**src/trig_seq_consts.vh**
```
// Offsets, fields, reset values and timing counts of the trigger sequencer
`ifndef TRIG_SEQ_CONSTS_VH
`define TRIG_SEQ_CONSTS_VH

`define NUM_MEAS            4
// Register word offsets (byte address = 4 * index)
`define REG_CTRL            4'h0
`define REG_MODE            4'h1
`define REG_STATUS          4'h2
`define REG_ENABLE          4'h3
`define REG_GATE_AUDIO      4'h4
`define REG_GATE_RADIO      4'h5
`define REG_SETTLE          4'h6
// Control register command bits (write one to act)
`define CTRL_TRIG_IMM       0
`define CTRL_TRIG_BARE      1
`define CTRL_TRIG_GET       2
`define CTRL_TRIG_STAR      3
`define CTRL_ABORT          4
`define CTRL_PRESET         5
`define CTRL_RESET_CMD      6
`define CTRL_GO_LOCAL       7
`define CTRL_GO_REMOTE      8
// Mode register fields
`define MODE_REARM_BIT      0
`define MODE_SETTLE_BIT     1
`define MODE_SET_BIT        2
`define REARM_CONTINUOUS    1'b1
`define REARM_ONE_SHOT      1'b0
`define SETTLE_FULL         1'b1
`define SETTLE_FAST         1'b0
// Status register fields
`define STAT_BUSY_BIT       0
`define STAT_COMPLETE_BIT   1
`define STAT_ARMED_BIT      2
`define STAT_SIGNALS_OK_BIT 3
`define STAT_OPC_BIT        4
`define STAT_STATE_LSB      8
`define STAT_VALID_LSB      12
`define STAT_RESULT_LSB     16
// Reset values
`define MEAS_ENABLE_RST     4'hF
`define GATE_RST            16'h000A
`define SETTLE_RST          16'h0028
// One millisecond in cycles at 40 MHz (25 ns)
`define CLOCK_HZ            40000000
`define MS_CYCLES           (`CLOCK_HZ / 1000)
`define MS_CYCLES_W         16
// Last divider count of a millisecond (40000 - 1)
`define MS_LAST             16'h9C3F

`endif

```
**src/measurement_trigger_sequencer.v**
```verilog
// Measurement trigger sequencer with Avalon-MM register slave
//
// Behaviour
// - immediate trigger starts cycle under current mode
// - GET, star-TRG and immediate trigger identical
// - trigger with or without immediate keyword
// - abort ends cycle, ready for commands
// - one mode for all measurements, two parameters
// - rearm policy: continuous or one-shot
// - settle policy: fast or full
// - fast settle skips transient settling wait
// - operation complete needs all results, signals
// - external measurements armed by trigger, wait
// - one-shot disarms after each cycle
// - continuous rearms external measurement automatically
// - retry without timeout until valid or abort
// - result read holds off until available
// - trigger starts on engines; complete when all valid
// - frequency engines gate for programmed milliseconds
// - full settle, continuous on reset events
// - one-shot holds results until next trigger; abort also clears the hold
// - continuous restarts right after valid result
//
// Local design decisions: the Avalon-MM slave port and the register addresses.
`timescale 1ns/1ps
`include "trig_seq_consts.vh"

module measurement_trigger_sequencer (
	// Clock and reset
	input  wire                    clock,
	input  wire                    nrst,
	// Avalon-MM slave
	input  wire [3:0]              address,
	input  wire                    read,
	input  wire                    write,
	input  wire [31:0]             writedata,
	input  wire [3:0]              byteenable,
	output reg  [31:0]             readdata,
	output reg                     waitrequest,
	// Measurement engines
	output reg  [`NUM_MEAS-1:0]    meas_start,
	input  wire [`NUM_MEAS-1:0]    meas_valid,
	input  wire [`NUM_MEAS-1:0]    meas_external,
	input  wire [`NUM_MEAS-1:0]    meas_ext_event,
	input  wire [`NUM_MEAS-1:0]    meas_is_freq,
	output reg  [`NUM_MEAS-1:0]    result_hold,
	// Generator status
	input  wire                    signals_in_spec,
	// Status
	output reg                     busy,
	output reg                     op_complete
);
	localparam [2:0] ST_IDLE   = 3'h0;
	localparam [2:0] ST_SETTLE = 3'h1;
	localparam [2:0] ST_ARM    = 3'h2;
	localparam [2:0] ST_GATE   = 3'h3;
	localparam [2:0] ST_WAIT   = 3'h4;
	localparam [2:0] ST_DONE   = 3'h5;

	reg [2:0]            state_r;
	reg                  rearm_policy_r;
	reg                  settle_full_r;
	reg                  mode_set_r;
	reg                  saved_rearm_r;
	reg                  saved_settle_r;
	reg [`NUM_MEAS-1:0]  enable_r;
	reg [`NUM_MEAS-1:0]  active_r;
	reg [`NUM_MEAS-1:0]  got_valid_r;
	reg [15:0]           audio_counter_gate_r;
	reg [15:0]           radio_counter_gate_r;
	reg [15:0]           settle_ms_r;
	reg [15:0]           ms_left_r;
	reg [1:0]            flush_r;
	reg                  complete_r;
	reg                  armed_r;
	reg                  pend_rd_r;
	reg [`NUM_MEAS-1:0]  valid_s1_r;
	reg [`NUM_MEAS-1:0]  valid_s2_r;
	reg [`NUM_MEAS-1:0]  ext_s1_r;
	reg [`NUM_MEAS-1:0]  ext_s2_r;
	reg                  spec_s1_r;
	reg                  spec_s2_r;

	wire       ms_pulse;
	// Write acts only at the edge that accepts it
	wire       wr_req = write & ~read;
	wire       wr     = wr_req & ~waitrequest;
	wire       wr_ctl = wr & (address == `REG_CTRL) & byteenable[0];
	wire       ctl_hi = wr & (address == `REG_CTRL) & byteenable[1];
	wire       trig_cmd;
	wire       abort_cmd;
	wire       default_cmd;
	wire       remote_cmd;
	wire [15:0] gate_ms;
	wire       all_valid;
	wire       opc_now;
	wire       remote_rearm;
	wire       remote_settle;
	wire [`NUM_MEAS-1:0] fresh_valid;

	// Three bus forms and bare trigger are one event
	assign trig_cmd = wr_ctl & (writedata[`CTRL_TRIG_IMM] |
		writedata[`CTRL_TRIG_BARE] | writedata[`CTRL_TRIG_GET] |
		writedata[`CTRL_TRIG_STAR]);
	assign abort_cmd   = wr_ctl & writedata[`CTRL_ABORT];
	assign default_cmd = (wr_ctl & (writedata[`CTRL_PRESET] |
		writedata[`CTRL_RESET_CMD] | writedata[`CTRL_GO_LOCAL]));
	assign remote_cmd  = ctl_hi & writedata[`CTRL_GO_REMOTE];
	assign remote_rearm  = mode_set_r ? saved_rearm_r : `REARM_CONTINUOUS;
	assign remote_settle = mode_set_r ? saved_settle_r : `SETTLE_FULL;

	// Longer of the audio and radio gates when any active engine is a frequency engine
	assign gate_ms = (|(active_r & meas_is_freq)) ?
		((audio_counter_gate_r > radio_counter_gate_r) ?
		audio_counter_gate_r : radio_counter_gate_r) : 16'h0000;

	// Complete only when every active engine holds a result
	// External engines count only with their event
	assign fresh_valid = valid_s2_r & (~meas_external | ext_s2_r);
	assign all_valid = ((got_valid_r | fresh_valid) & active_r) == active_r;
	assign opc_now   = complete_r & spec_s2_r;

	ms_tick u_ms_tick (
		.clock (clock),
		.nrst  (nrst),
		.clear (state_r == ST_IDLE),
		.tick  (ms_pulse)
	);

	// Synchronisers for engine and generator inputs
	always @(posedge clock or negedge nrst) begin
		if (!nrst) begin
			valid_s1_r <= {`NUM_MEAS{1'b0}};
			valid_s2_r <= {`NUM_MEAS{1'b0}};
			ext_s1_r   <= {`NUM_MEAS{1'b0}};
			ext_s2_r   <= {`NUM_MEAS{1'b0}};
			spec_s1_r  <= 1'b0;
			spec_s2_r  <= 1'b0;
		end else begin
			valid_s1_r <= meas_valid;
			valid_s2_r <= valid_s1_r;
			ext_s1_r   <= meas_ext_event;
			ext_s2_r   <= ext_s1_r;
			spec_s1_r  <= signals_in_spec;
			spec_s2_r  <= spec_s1_r;
		end
	end

	// Mode and configuration registers
	always @(posedge clock or negedge nrst) begin
		if (!nrst) begin
			rearm_policy_r       <= `REARM_CONTINUOUS;
			settle_full_r        <= `SETTLE_FULL;
			mode_set_r           <= 1'b0;
			saved_rearm_r        <= `REARM_CONTINUOUS;
			saved_settle_r       <= `SETTLE_FULL;
			enable_r             <= `MEAS_ENABLE_RST;
			audio_counter_gate_r <= `GATE_RST;
			radio_counter_gate_r <= `GATE_RST;
			settle_ms_r          <= `SETTLE_RST;
		end else if (default_cmd) begin
			rearm_policy_r <= `REARM_CONTINUOUS;
			settle_full_r  <= `SETTLE_FULL;
			if (!writedata[`CTRL_GO_LOCAL]) begin
				mode_set_r     <= 1'b0;
				saved_rearm_r  <= `REARM_CONTINUOUS;
				saved_settle_r <= `SETTLE_FULL;
			end
		end else if (remote_cmd) begin
			// Last remote mode, or default if never set
			rearm_policy_r <= remote_rearm;
			settle_full_r  <= remote_settle;
		end else if (wr) begin
			case (address)
				`REG_MODE: begin
					if (byteenable[0]) begin
						// One setting shared by all engines
						rearm_policy_r <= writedata[`MODE_REARM_BIT];
						settle_full_r  <= writedata[`MODE_SETTLE_BIT];
						saved_rearm_r  <= writedata[`MODE_REARM_BIT];
						saved_settle_r <= writedata[`MODE_SETTLE_BIT];
						mode_set_r     <= 1'b1;
					end
				end
				`REG_ENABLE: begin
					if (byteenable[0])
						enable_r <= writedata[`NUM_MEAS-1:0];
				end
				`REG_GATE_AUDIO: begin
					if (byteenable[0])
						audio_counter_gate_r[7:0] <= writedata[7:0];
					if (byteenable[1])
						audio_counter_gate_r[15:8] <= writedata[15:8];
				end
				`REG_GATE_RADIO: begin
					if (byteenable[0])
						radio_counter_gate_r[7:0] <= writedata[7:0];
					if (byteenable[1])
						radio_counter_gate_r[15:8] <= writedata[15:8];
				end
				`REG_SETTLE: begin
					if (byteenable[0])
						settle_ms_r[7:0] <= writedata[7:0];
					if (byteenable[1])
						settle_ms_r[15:8] <= writedata[15:8];
				end
				default: begin
				end
			endcase
		end
	end

	// Cycle sequencer
	always @(posedge clock or negedge nrst) begin
		if (!nrst) begin
			state_r     <= ST_IDLE;
			active_r    <= {`NUM_MEAS{1'b0}};
			got_valid_r <= {`NUM_MEAS{1'b0}};
			ms_left_r   <= 16'h0000;
			flush_r     <= 2'h0;
			complete_r  <= 1'b0;
			armed_r     <= 1'b0;
			meas_start  <= {`NUM_MEAS{1'b0}};
			result_hold <= {`NUM_MEAS{1'b0}};
		end else begin
			meas_start <= {`NUM_MEAS{1'b0}};
			if (abort_cmd) begin
				state_r     <= ST_IDLE;
				armed_r     <= 1'b0;
				result_hold <= {`NUM_MEAS{1'b0}};
			end else if (trig_cmd | (remote_cmd & remote_rearm)) begin
				// Old results invalid; settle mode read at trigger
				active_r    <= enable_r;
				got_valid_r <= {`NUM_MEAS{1'b0}};
				complete_r  <= 1'b0;
				result_hold <= {`NUM_MEAS{1'b0}};
				armed_r     <= |(enable_r & meas_external);
				if (remote_cmd ? remote_settle : settle_full_r) begin
					state_r   <= ST_SETTLE;
					ms_left_r <= settle_ms_r;
				end else begin
					state_r <= ST_ARM;
				end
			end else begin
				case (state_r)
					ST_IDLE: begin
					end
					ST_SETTLE: begin
						if (ms_left_r == 16'h0000)
							state_r <= ST_ARM;
						else if (ms_pulse)
							ms_left_r <= ms_left_r - 16'h0001;
					end
					ST_ARM: begin
						meas_start <= active_r;
						ms_left_r  <= gate_ms;
						flush_r    <= 2'h3;
						state_r    <= ST_GATE;
					end
					ST_GATE: begin
						// Let stale valid flags drain the synchronisers
						if (flush_r != 2'h0)
							flush_r <= flush_r - 2'h1;
						if (ms_left_r != 16'h0000) begin
							if (ms_pulse)
								ms_left_r <= ms_left_r - 16'h0001;
						end else if (flush_r == 2'h0) begin
							state_r <= ST_WAIT;
						end
					end
					ST_WAIT: begin
						// Armed engines need their external event
						got_valid_r <= got_valid_r | fresh_valid;
						// No timeout: waits until valid or abort
						if (all_valid)
							state_r <= ST_DONE;
					end
					ST_DONE: begin
						complete_r <= 1'b1;
						if (rearm_policy_r == `REARM_CONTINUOUS) begin
							// Immediate restart and rearm
							got_valid_r <= {`NUM_MEAS{1'b0}};
							state_r     <= ST_ARM;
						end else begin
							// Disarm and hold results
							armed_r     <= 1'b0;
							result_hold <= active_r;
							state_r     <= ST_IDLE;
						end
					end
					default: state_r <= ST_IDLE;
				endcase
			end
		end
	end

	// Avalon slave: writes one cycle; status read held off
	always @(posedge clock or negedge nrst) begin
		if (!nrst) begin
			readdata    <= 32'h00000000;
			waitrequest <= 1'b1;
			pend_rd_r   <= 1'b0;
			busy        <= 1'b0;
			op_complete <= 1'b0;
		end else begin
			busy        <= (state_r != ST_IDLE);
			op_complete <= opc_now;
			waitrequest <= 1'b1;
			pend_rd_r   <= 1'b0;
			if (wr_req & waitrequest) begin
				waitrequest <= 1'b0;
			end else if (read & waitrequest & ~pend_rd_r) begin
				pend_rd_r <= 1'b1;
			end else if (read & pend_rd_r) begin
				pend_rd_r <= 1'b1;
				if (address != `REG_STATUS | opc_now |
						state_r == ST_IDLE) begin
					waitrequest <= 1'b0;
					pend_rd_r   <= 1'b0;
					case (address)
						`REG_MODE: readdata <= {29'h0, mode_set_r,
							settle_full_r, rearm_policy_r};
						`REG_STATUS: readdata <= {12'h000, active_r,
							got_valid_r, 1'b0, state_r, 3'h0, opc_now,
							spec_s2_r, armed_r, complete_r,
							state_r != ST_IDLE};
						`REG_ENABLE: readdata <= {28'h0, enable_r};
						`REG_GATE_AUDIO: readdata <= {16'h0000,
							audio_counter_gate_r};
						`REG_GATE_RADIO: readdata <= {16'h0000,
							radio_counter_gate_r};
						`REG_SETTLE: readdata <= {16'h0000, settle_ms_r};
						default: readdata <= 32'h00000000;
					endcase
				end
			end
		end
	end
endmodule

```
**src/ms_tick.v**
```verilog
// Divider giving a one-cycle enable pulse every millisecond
`timescale 1ns/1ps
`include "trig_seq_consts.vh"

module ms_tick (
	// Clock and reset
	input  wire clock,
	input  wire nrst,
	// Divider control and output
	input  wire clear,
	output reg  tick
);
	localparam [`MS_CYCLES_W-1:0] LAST = `MS_LAST;
	reg [`MS_CYCLES_W-1:0] cnt_r;

	always @(posedge clock or negedge nrst) begin
		if (!nrst) begin
			cnt_r <= {`MS_CYCLES_W{1'b0}};
			tick  <= 1'b0;
		end else if (clear) begin
			cnt_r <= {`MS_CYCLES_W{1'b0}};
			tick  <= 1'b0;
		end else if (cnt_r == LAST) begin
			cnt_r <= {`MS_CYCLES_W{1'b0}};
			tick  <= 1'b1;
		end else begin
			cnt_r <= cnt_r + 1'b1;
			tick  <= 1'b0;
		end
	end
endmodule

```
**config.mk**
```make
export PLATFORM = sky130hd
export DESIGN_NAME = measurement_trigger_sequencer
export DESIGN_NICKNAME = d
export VERILOG_FILES = /design/src/measurement_trigger_sequencer.v /design/src/ms_tick.v
export VERILOG_INCLUDE_DIRS = /design/src
export SDC_FILE = /design/constraint.sdc
export NUM_CORES = 1
export LEC_CHECK = 0
export BUFFER_PORTS_ARGS = -buffer_cell sky130_fd_sc_hd__buf_4
export CORE_ASPECT_RATIO = 1.75
export CORE_UTILIZATION = 26
export DETAILED_ROUTE_END_ITERATION = 8
export GPL_ROUTABILITY_DRIVEN = 0
export PLACE_DENSITY = 0.49
export SKIP_CTS_REPAIR_TIMING = 1
export SYNTH_ARGS = -nofsm -noshare
export SYNTH_HDL_FRONTEND = slang
export SYNTH_SLANG_ARGS = --single-unit
```
**constraint.sdc**
```tcl
create_clock -name clock -period 6.75 [get_ports clock]
set_input_delay 0.675 -clock clock [delete_from_list [all_inputs] [get_ports clock]]
set_output_delay 0.675 -clock clock [all_outputs]
set_load 0.1 [all_outputs]
```
; ---- After elaboration in Yosys (flattened, before gate mapping)
; Cells that the tools add are included.
; Widths: inputs -> output; s select.
[totals]
output_inout_bits = 43
in_bits = 61
reg_bits = 167
[classes]
magnitude_cmp = 1
addsub = 3
mux = 71
bitwise = 39
n_reduce_logical = 37
n_eq_ne = 27
[op_table]
columns = operator, n
row1 = $mux 16, 9
row2 = $pmux 20 s6, 1
row3 = $reduce_and 5->1, 10
row4 = $pmux 16 s3, 1
row5 = $mux 1, 39
row6 = $mux 4, 9
row7 = $mux 3, 6
row8 = $pmux 3 s6, 1
row9 = $reduce_bool 3->1, 6
row10 = $add 16x1->16 const B, 1
row11 = $and 4x4->4, 4
row12 = $eq 16x16->1 const B, 1
row13 = $gt 16x16->1, 1
row14 = $logic_not 16->1, 1
row15 = $ne 4x4->1 const B, 4
row16 = $reduce_bool 16->1, 1
row17 = $sub 16x1->16 const B, 1
row18 = $and 1x1->1, 15
row19 = $eq 4x3->1 const B, 3
row20 = $ne 3x3->1 const B, 4
row21 = $reduce_bool 2->1, 6
row22 = $not 1->1, 9
row23 = $eq 4x2->1 const B, 2
row24 = $or 1x1->1, 8
row25 = 23 further kinds, 35

; ---- Longest topological paths before layout
[depth]
depth_word = 10
ltp_mapped = 9

; ---- By module
; From an unflattened synthesis, not the netlist that was laid out.
[hier_totals]
cells_unflattened = 768
hier_area_um2 = 8029.0
[by_module_without_submodules]
columns = module, area_each_um2, instances, cells_per_inst, seq_area_each_um2
row1 = measurement_trigger_sequencer, 7173.1, 1, 683, 3472.1
row2 = ms_tick, 855.8, 1, 85, 425.4

; ---- Least setup slack after synthesis
; Ideal clock, no wire load.
[synth_path]
kind = register to register
from = register radio_counter_gate_r[1]
to = register ms_left_r[0]
required_ns = 6.607
setup_time_ns = 0.143
t_arrival_ns = 2.383
period_less_slack_ns = 2.526
stages_incl_launch_ff = 10
setup_slack_ns = 4.224
cell_sequence = dfstp_2 -> inv_1 -> ha_1 -> nor2b_1 -> o211ai_1 -> a2111o_1 -> a31oi_2 -> buf_4 -> mux2i_1 -> o221ai_1
[synth_via]
elab_chain_len = 5
[synth_rtl]
columns = element, line_no
row1 = start: declaration, measurement_trigger_sequencer.v:70  ; reg [15:0] radio_counter_gate_r;
row2 = start signal: assignment, measurement_trigger_sequencer.v:159  ; radio_counter_gate_r <= `GATE_RST;
row3 = start signal: assignment, measurement_trigger_sequencer.v:197  ; radio_counter_gate_r[7:0] <= writedata[7:0];
row4 = $gt 16x16->1, measurement_trigger_sequencer.v:114  ; ((audio_counter_gate_r > radio_counter_gate_r) ?
row5 = $mux 16, measurement_trigger_sequencer.v:114
row6 = $mux 16, measurement_trigger_sequencer.v:113  ; assign gate_ms = (|(active_r & meas_is_freq)) ?
row7 = $pmux 16 s3, measurement_trigger_sequencer.v:245  ; case (state_r)
row8 = $mux 16, measurement_trigger_sequencer.v:231  ; end else if (trig_cmd | (remote_cmd & remote_rearm)) begin
row9 = end signal: assignment, measurement_trigger_sequencer.v:240  ; ms_left_r <= settle_ms_r;
row10 = end signal: assignment, measurement_trigger_sequencer.v:252  ; ms_left_r <= ms_left_r - 16'h0001;
row11 = end signal: assignment, measurement_trigger_sequencer.v:256  ; ms_left_r <= gate_ms;
row12 = end: declaration, measurement_trigger_sequencer.v:72  ; reg [15:0] ms_left_r;
; Every way passes these cells.
; A chain may end at the register's enable or synchronous reset.

; ---- Final worst setup path
[layout_path]
from = register state_r[1]
to = register readdata[4]
[layout_via]
elab_chain_len = 3
[layout_rtl]
columns = element, line_no
row1 = start: declaration, measurement_trigger_sequencer.v:60  ; reg [2:0] state_r;
row2 = start signal: assignment, measurement_trigger_sequencer.v:216  ; state_r <= ST_IDLE;
row3 = start signal: assignment, measurement_trigger_sequencer.v:228  ; state_r <= ST_IDLE;
row4 = start signal: assignment, measurement_trigger_sequencer.v:239  ; state_r <= ST_SETTLE;
row5 = $logic_not 3->1, measurement_trigger_sequencer.v:317  ; state_r == ST_IDLE) begin
row6 = $or 1x1->1, measurement_trigger_sequencer.v:316  ; if (address != `REG_STATUS | opc_now |
row7 = $reduce_and 4->1 (no source line), n/a
row8 = end signal: assignment, measurement_trigger_sequencer.v:321  ; `REG_MODE: readdata <= {29'h0, mode_set_r,
row9 = end signal: assignment, measurement_trigger_sequencer.v:323  ; `REG_STATUS: readdata <= {12'h000, active_r,
row10 = end signal: assignment, measurement_trigger_sequencer.v:327  ; `REG_ENABLE: readdata <= {28'h0, enable_r};
row11 = end: declaration, measurement_trigger_sequencer.v:38  ; output reg [31:0] readdata,
; Every way passes these cells.

==> flow_summary.ini <==
[die]
die_w_um = 134.8
rows = 84
initial_core_util_pct = 26.61
ios = 104
coreArea_um2 = 30160
die_h_um = 234.5
die_area_um2 = 31610

[timing]
clock_skew_ns = 0.01277
rsz0062_at_grt = false
fin_tns_setup_ns = 0
setup_viol = 0
hold_viol = 0
relSlewSlack_pct = 36.90
fin_crit_ns = 3.332
clock.fmax_mhz = 300.1
tightest_slew_ns = 0.9434
slew_violations = 0
min_period_over_period_pct = 49.36

[power]
vdd_drop_max_v = 0.0001830
p_leak_nw = 4.195
power_density_nw_per_um2 = 263.5

[synth]
synth.top_cell.area_share_pct = 43.64
synth_top_family_by_area = simple AND/OR/NAND/NOR gates
synth_compound_area_share_pct = 15.04
ys_types = 71
syn_area_per_cell_um2 = 10.65
postSynthCellCount = 754
synthArstFlopShare_pct = 100.0
ys.flop_type = dfrtp_1
yosysSeqAreaShare_pct = 48.55
netlist_top_cells_area = dfrtp_1 44%, mux2_2 7.9%, dfstp_2 4.9%
synthAdderAreaFrac_pct = 3.117
ys_warn_count = 0
ys_seq_elements = 155
yosys.area_share.simple_pct = 15.68
netlist_area_um2 = 8028
synthXorXnorAreaFrac_pct = 2.728
yosysTopAreaCell = dfrtp_1
synth-edff-count = 0
yosys-mux-area-fraction_pct = 10.72

[place]
io_buffers = 73
place_hpwl_mm = 17.58

[clocking]
cts_buffers = 17
clk_latency_ns = 0.45
clk_pin_slew_ns = 0.07
clock-sinks = 155
clockBufferDepth = 2
htreeDepth = 4
cts_tree = built
cts_root_buf = clkbuf_16

[status]
status = complete, no violations

[global_route]
grt_pass1_vias = 6431
grt_max_degree = 90
grt_first_pass_wirelength_mm = 37.20
grt_antenna_before_repair = 0
grt_usage_pct = 16.09
grt_overflow_total = 0

[worst_setup_path]
critPathMaxStageDelay_ns = 1.10
startpoint_type = register
rr_startpoint = state_r[1]
crit_chain = nor3_2, inv_1, nand3_1, nand3_2, or4_1, o21ai_0
crit_start = state_r[1]
worstPathRequired_ns = 7.10
cp.depth = 6
worstPathArrival_ns = 3.68
crit_type = reg -> reg
reg2reg_depth = 6
critPathSlowestCell = or4_1
cp-end-kind = register
crit_fanout = 27
cpLargestDelayFamily = simple AND/OR/NAND/NOR gates
worst-path-buf-inv = 1

[finish]
drive_gt1_share_pct = 24.31
syn_to_final_growth_pct = 19.44
post-route-util_pct = 31.79
fillers = 3080
nets = 903
antennaDiodeCount = 0

[detailed_routing]
via_per_inst = 4.998
ant_nets = 0
drc = 0
routedWlPerCell_um = 19.57
dr_total_vias = 6108
dr.pass1.iters = 4
drt_iter0_markers = 231
wl_mm = 23.92

[worst_hold_path]
hp-class = in -> async

[run]
maxCapViolCount = 0
[layout by cell type, fill, tap and decap left out, types with 4 or more instances in the layout]
master / synthesis / routed
o32ai_1: 8 / 8
or3_1: 6 / 6
a22o_1: 18 / 18
a221oi_1: 8 / 8
inv_1: 28 / 28
nand2_1: 63 / 63
conb_1: 1 / 12
inv_6: 0 / 5
nand2b_1: 14 / 14
xor2_1: 15 / 15
o311a_1: 15 / 15
ha_1: 20 / 20
xnor2_1: 10 / 10
nor2b_1: 10 / 10
a31oi_1: 7 / 7
a21oi_1: 37 / 37
mux2_2: 56 / 56
nand3b_1: 4 / 4
dfstp_2: 15 / 15
o22ai_1: 6 / 6
clkbuf_16: 0 / 17
a22oi_1: 7 / 7
and3_1: 11 / 11
nor2_1: 54 / 54
dfrtp_1: 140 / 140
nor4_1: 10 / 10
nand3_1: 12 / 12
nand4_1: 9 / 9
or4_1: 4 / 4
o21ai_0: 33 / 33
nor3_1: 11 / 10
mux2i_1: 23 / 23
buf_4: 14 / 80
[power breakdown]
group	switching [W]	internal, W
Clock	0.000420	0.000610
Combinational	0.000289	0.000151
Sequential	0.0000620	0.000992
Total	0.000772	0.00175
[stage by stage]
| step | total power [W] | hold WS [ns] | cells | instance area [um2] | setup WS [ns] |
|---|---|---|---|---|---|
| 3_5_place_dp | 0.001518 | 0.3362 | 1190 | 8957 | 3.071 |
| 4_1_cts | 0.002557 | 0.3077 | 1222 | 9588 | 3.323 |
| 2_1_floorplan | 0.001369 | 0.3312 | 765 | 8069 | 4.224 |
| 6_report | 0.002526 | 0.2763 | 1222 | 9588 | 3.418 |
| 5_1_grt | 0.002631 | 0.3129 | 1222 | 9588 | 3.170 |
| 3_3_place_gp | 0.001513 | 0.3330 | 1190 | 8957 | 3.114 |
[registers in the layout (all words and copies together), names as in the netlist, 16 cells and up]
signal / count
readdata: 20
audio_counter_gate_r: 16
ms_left_r: 16
radio_counter_gate_r: 16
settle_ms_r: 16
u_ms_tick.cnt_r: 16
[path summary, 6_finish.rpt]
kind                                  endpoint  slack [ns]
min                                ext_s1_r[0]        0.28
max in group asynchronous  u_ms_tick.cnt_r[14]        4.93
max                                readdata[4]        3.42
min reg2reg                          spec_s2_r        0.35
min in group clock               valid_s1_r[3]        0.33
max reg2reg                        readdata[4]        3.42
[cell usage after synthesis (4+ instances only)]
library cell	instances
a21oi_1	37
a221oi_1	8
a22o_1	18
a22oi_1	7
a31oi_1	7
and3_1	11
buf_2	8
buf_4	14
clkbuf_1	18
dfrtp_1	140
dfstp_2	15
ha_1	20
inv_1	28
mux2_2	56
mux2i_1	23
nand2_1	63
nand2b_1	14
nand3_1	12
nand3b_1	4
nand4_1	9
nor2_1	54
nor2b_1	10
nor3_1	11
nor4_1	10
o21ai_0	33
o22ai_1	6
o311a_1	15
o32ai_1	8
or3_1	6
or4_1	4
xnor2_1	10
xor2_1	15
[final cells by class]
| class | count | area, um2 | area share [%] |
|---|---|---|---|
| clock buffers | 19 | 452.9 | 4.724 |
| clock inverters | 13 | 177.7 | 1.853 |
| inverters | 28 | 105.1 | 1.096 |
| multi-input cells | 539 | 3859 | 40.25 |
| flip-flops and latches | 155 | 3897 | 40.65 |
| well taps | 387 | 484.2 | 5.050 |
| repair buffers | 81 | 611.8 | 6.381 |
[cell families after synthesis]
| family | Yosys count |
|---|---|
| adders and majority gates | 20 |
| buffers and inverters | 71 |
| and+or+nand+nor | 234 |
| AOI/OAI and AO/OA | 169 |
| xor gates and xnor gates | 25 |
| muxes | 79 |
| other | 1 |
| DFF | 155 |
[metal layers]
| layer | vias up | share of wire (%) | wire [um] | GRT usage (%) |
|---|---|---|---|---|
| li1 | 2895 | - | - | - |
| met2 | 130 | 55 | 13170 | 30.40 |
| met4 | 0 | 5.8 | 1386 | 11.27 |
| met5 | - | 0 | 0 | 0 |
| met3 | 56 | 2.7 | 654 | 2.627 |
| met1 | 3027 | 36 | 8711 | 15.77 |
No activity file was read; power rests on OpenSTA's default activity.
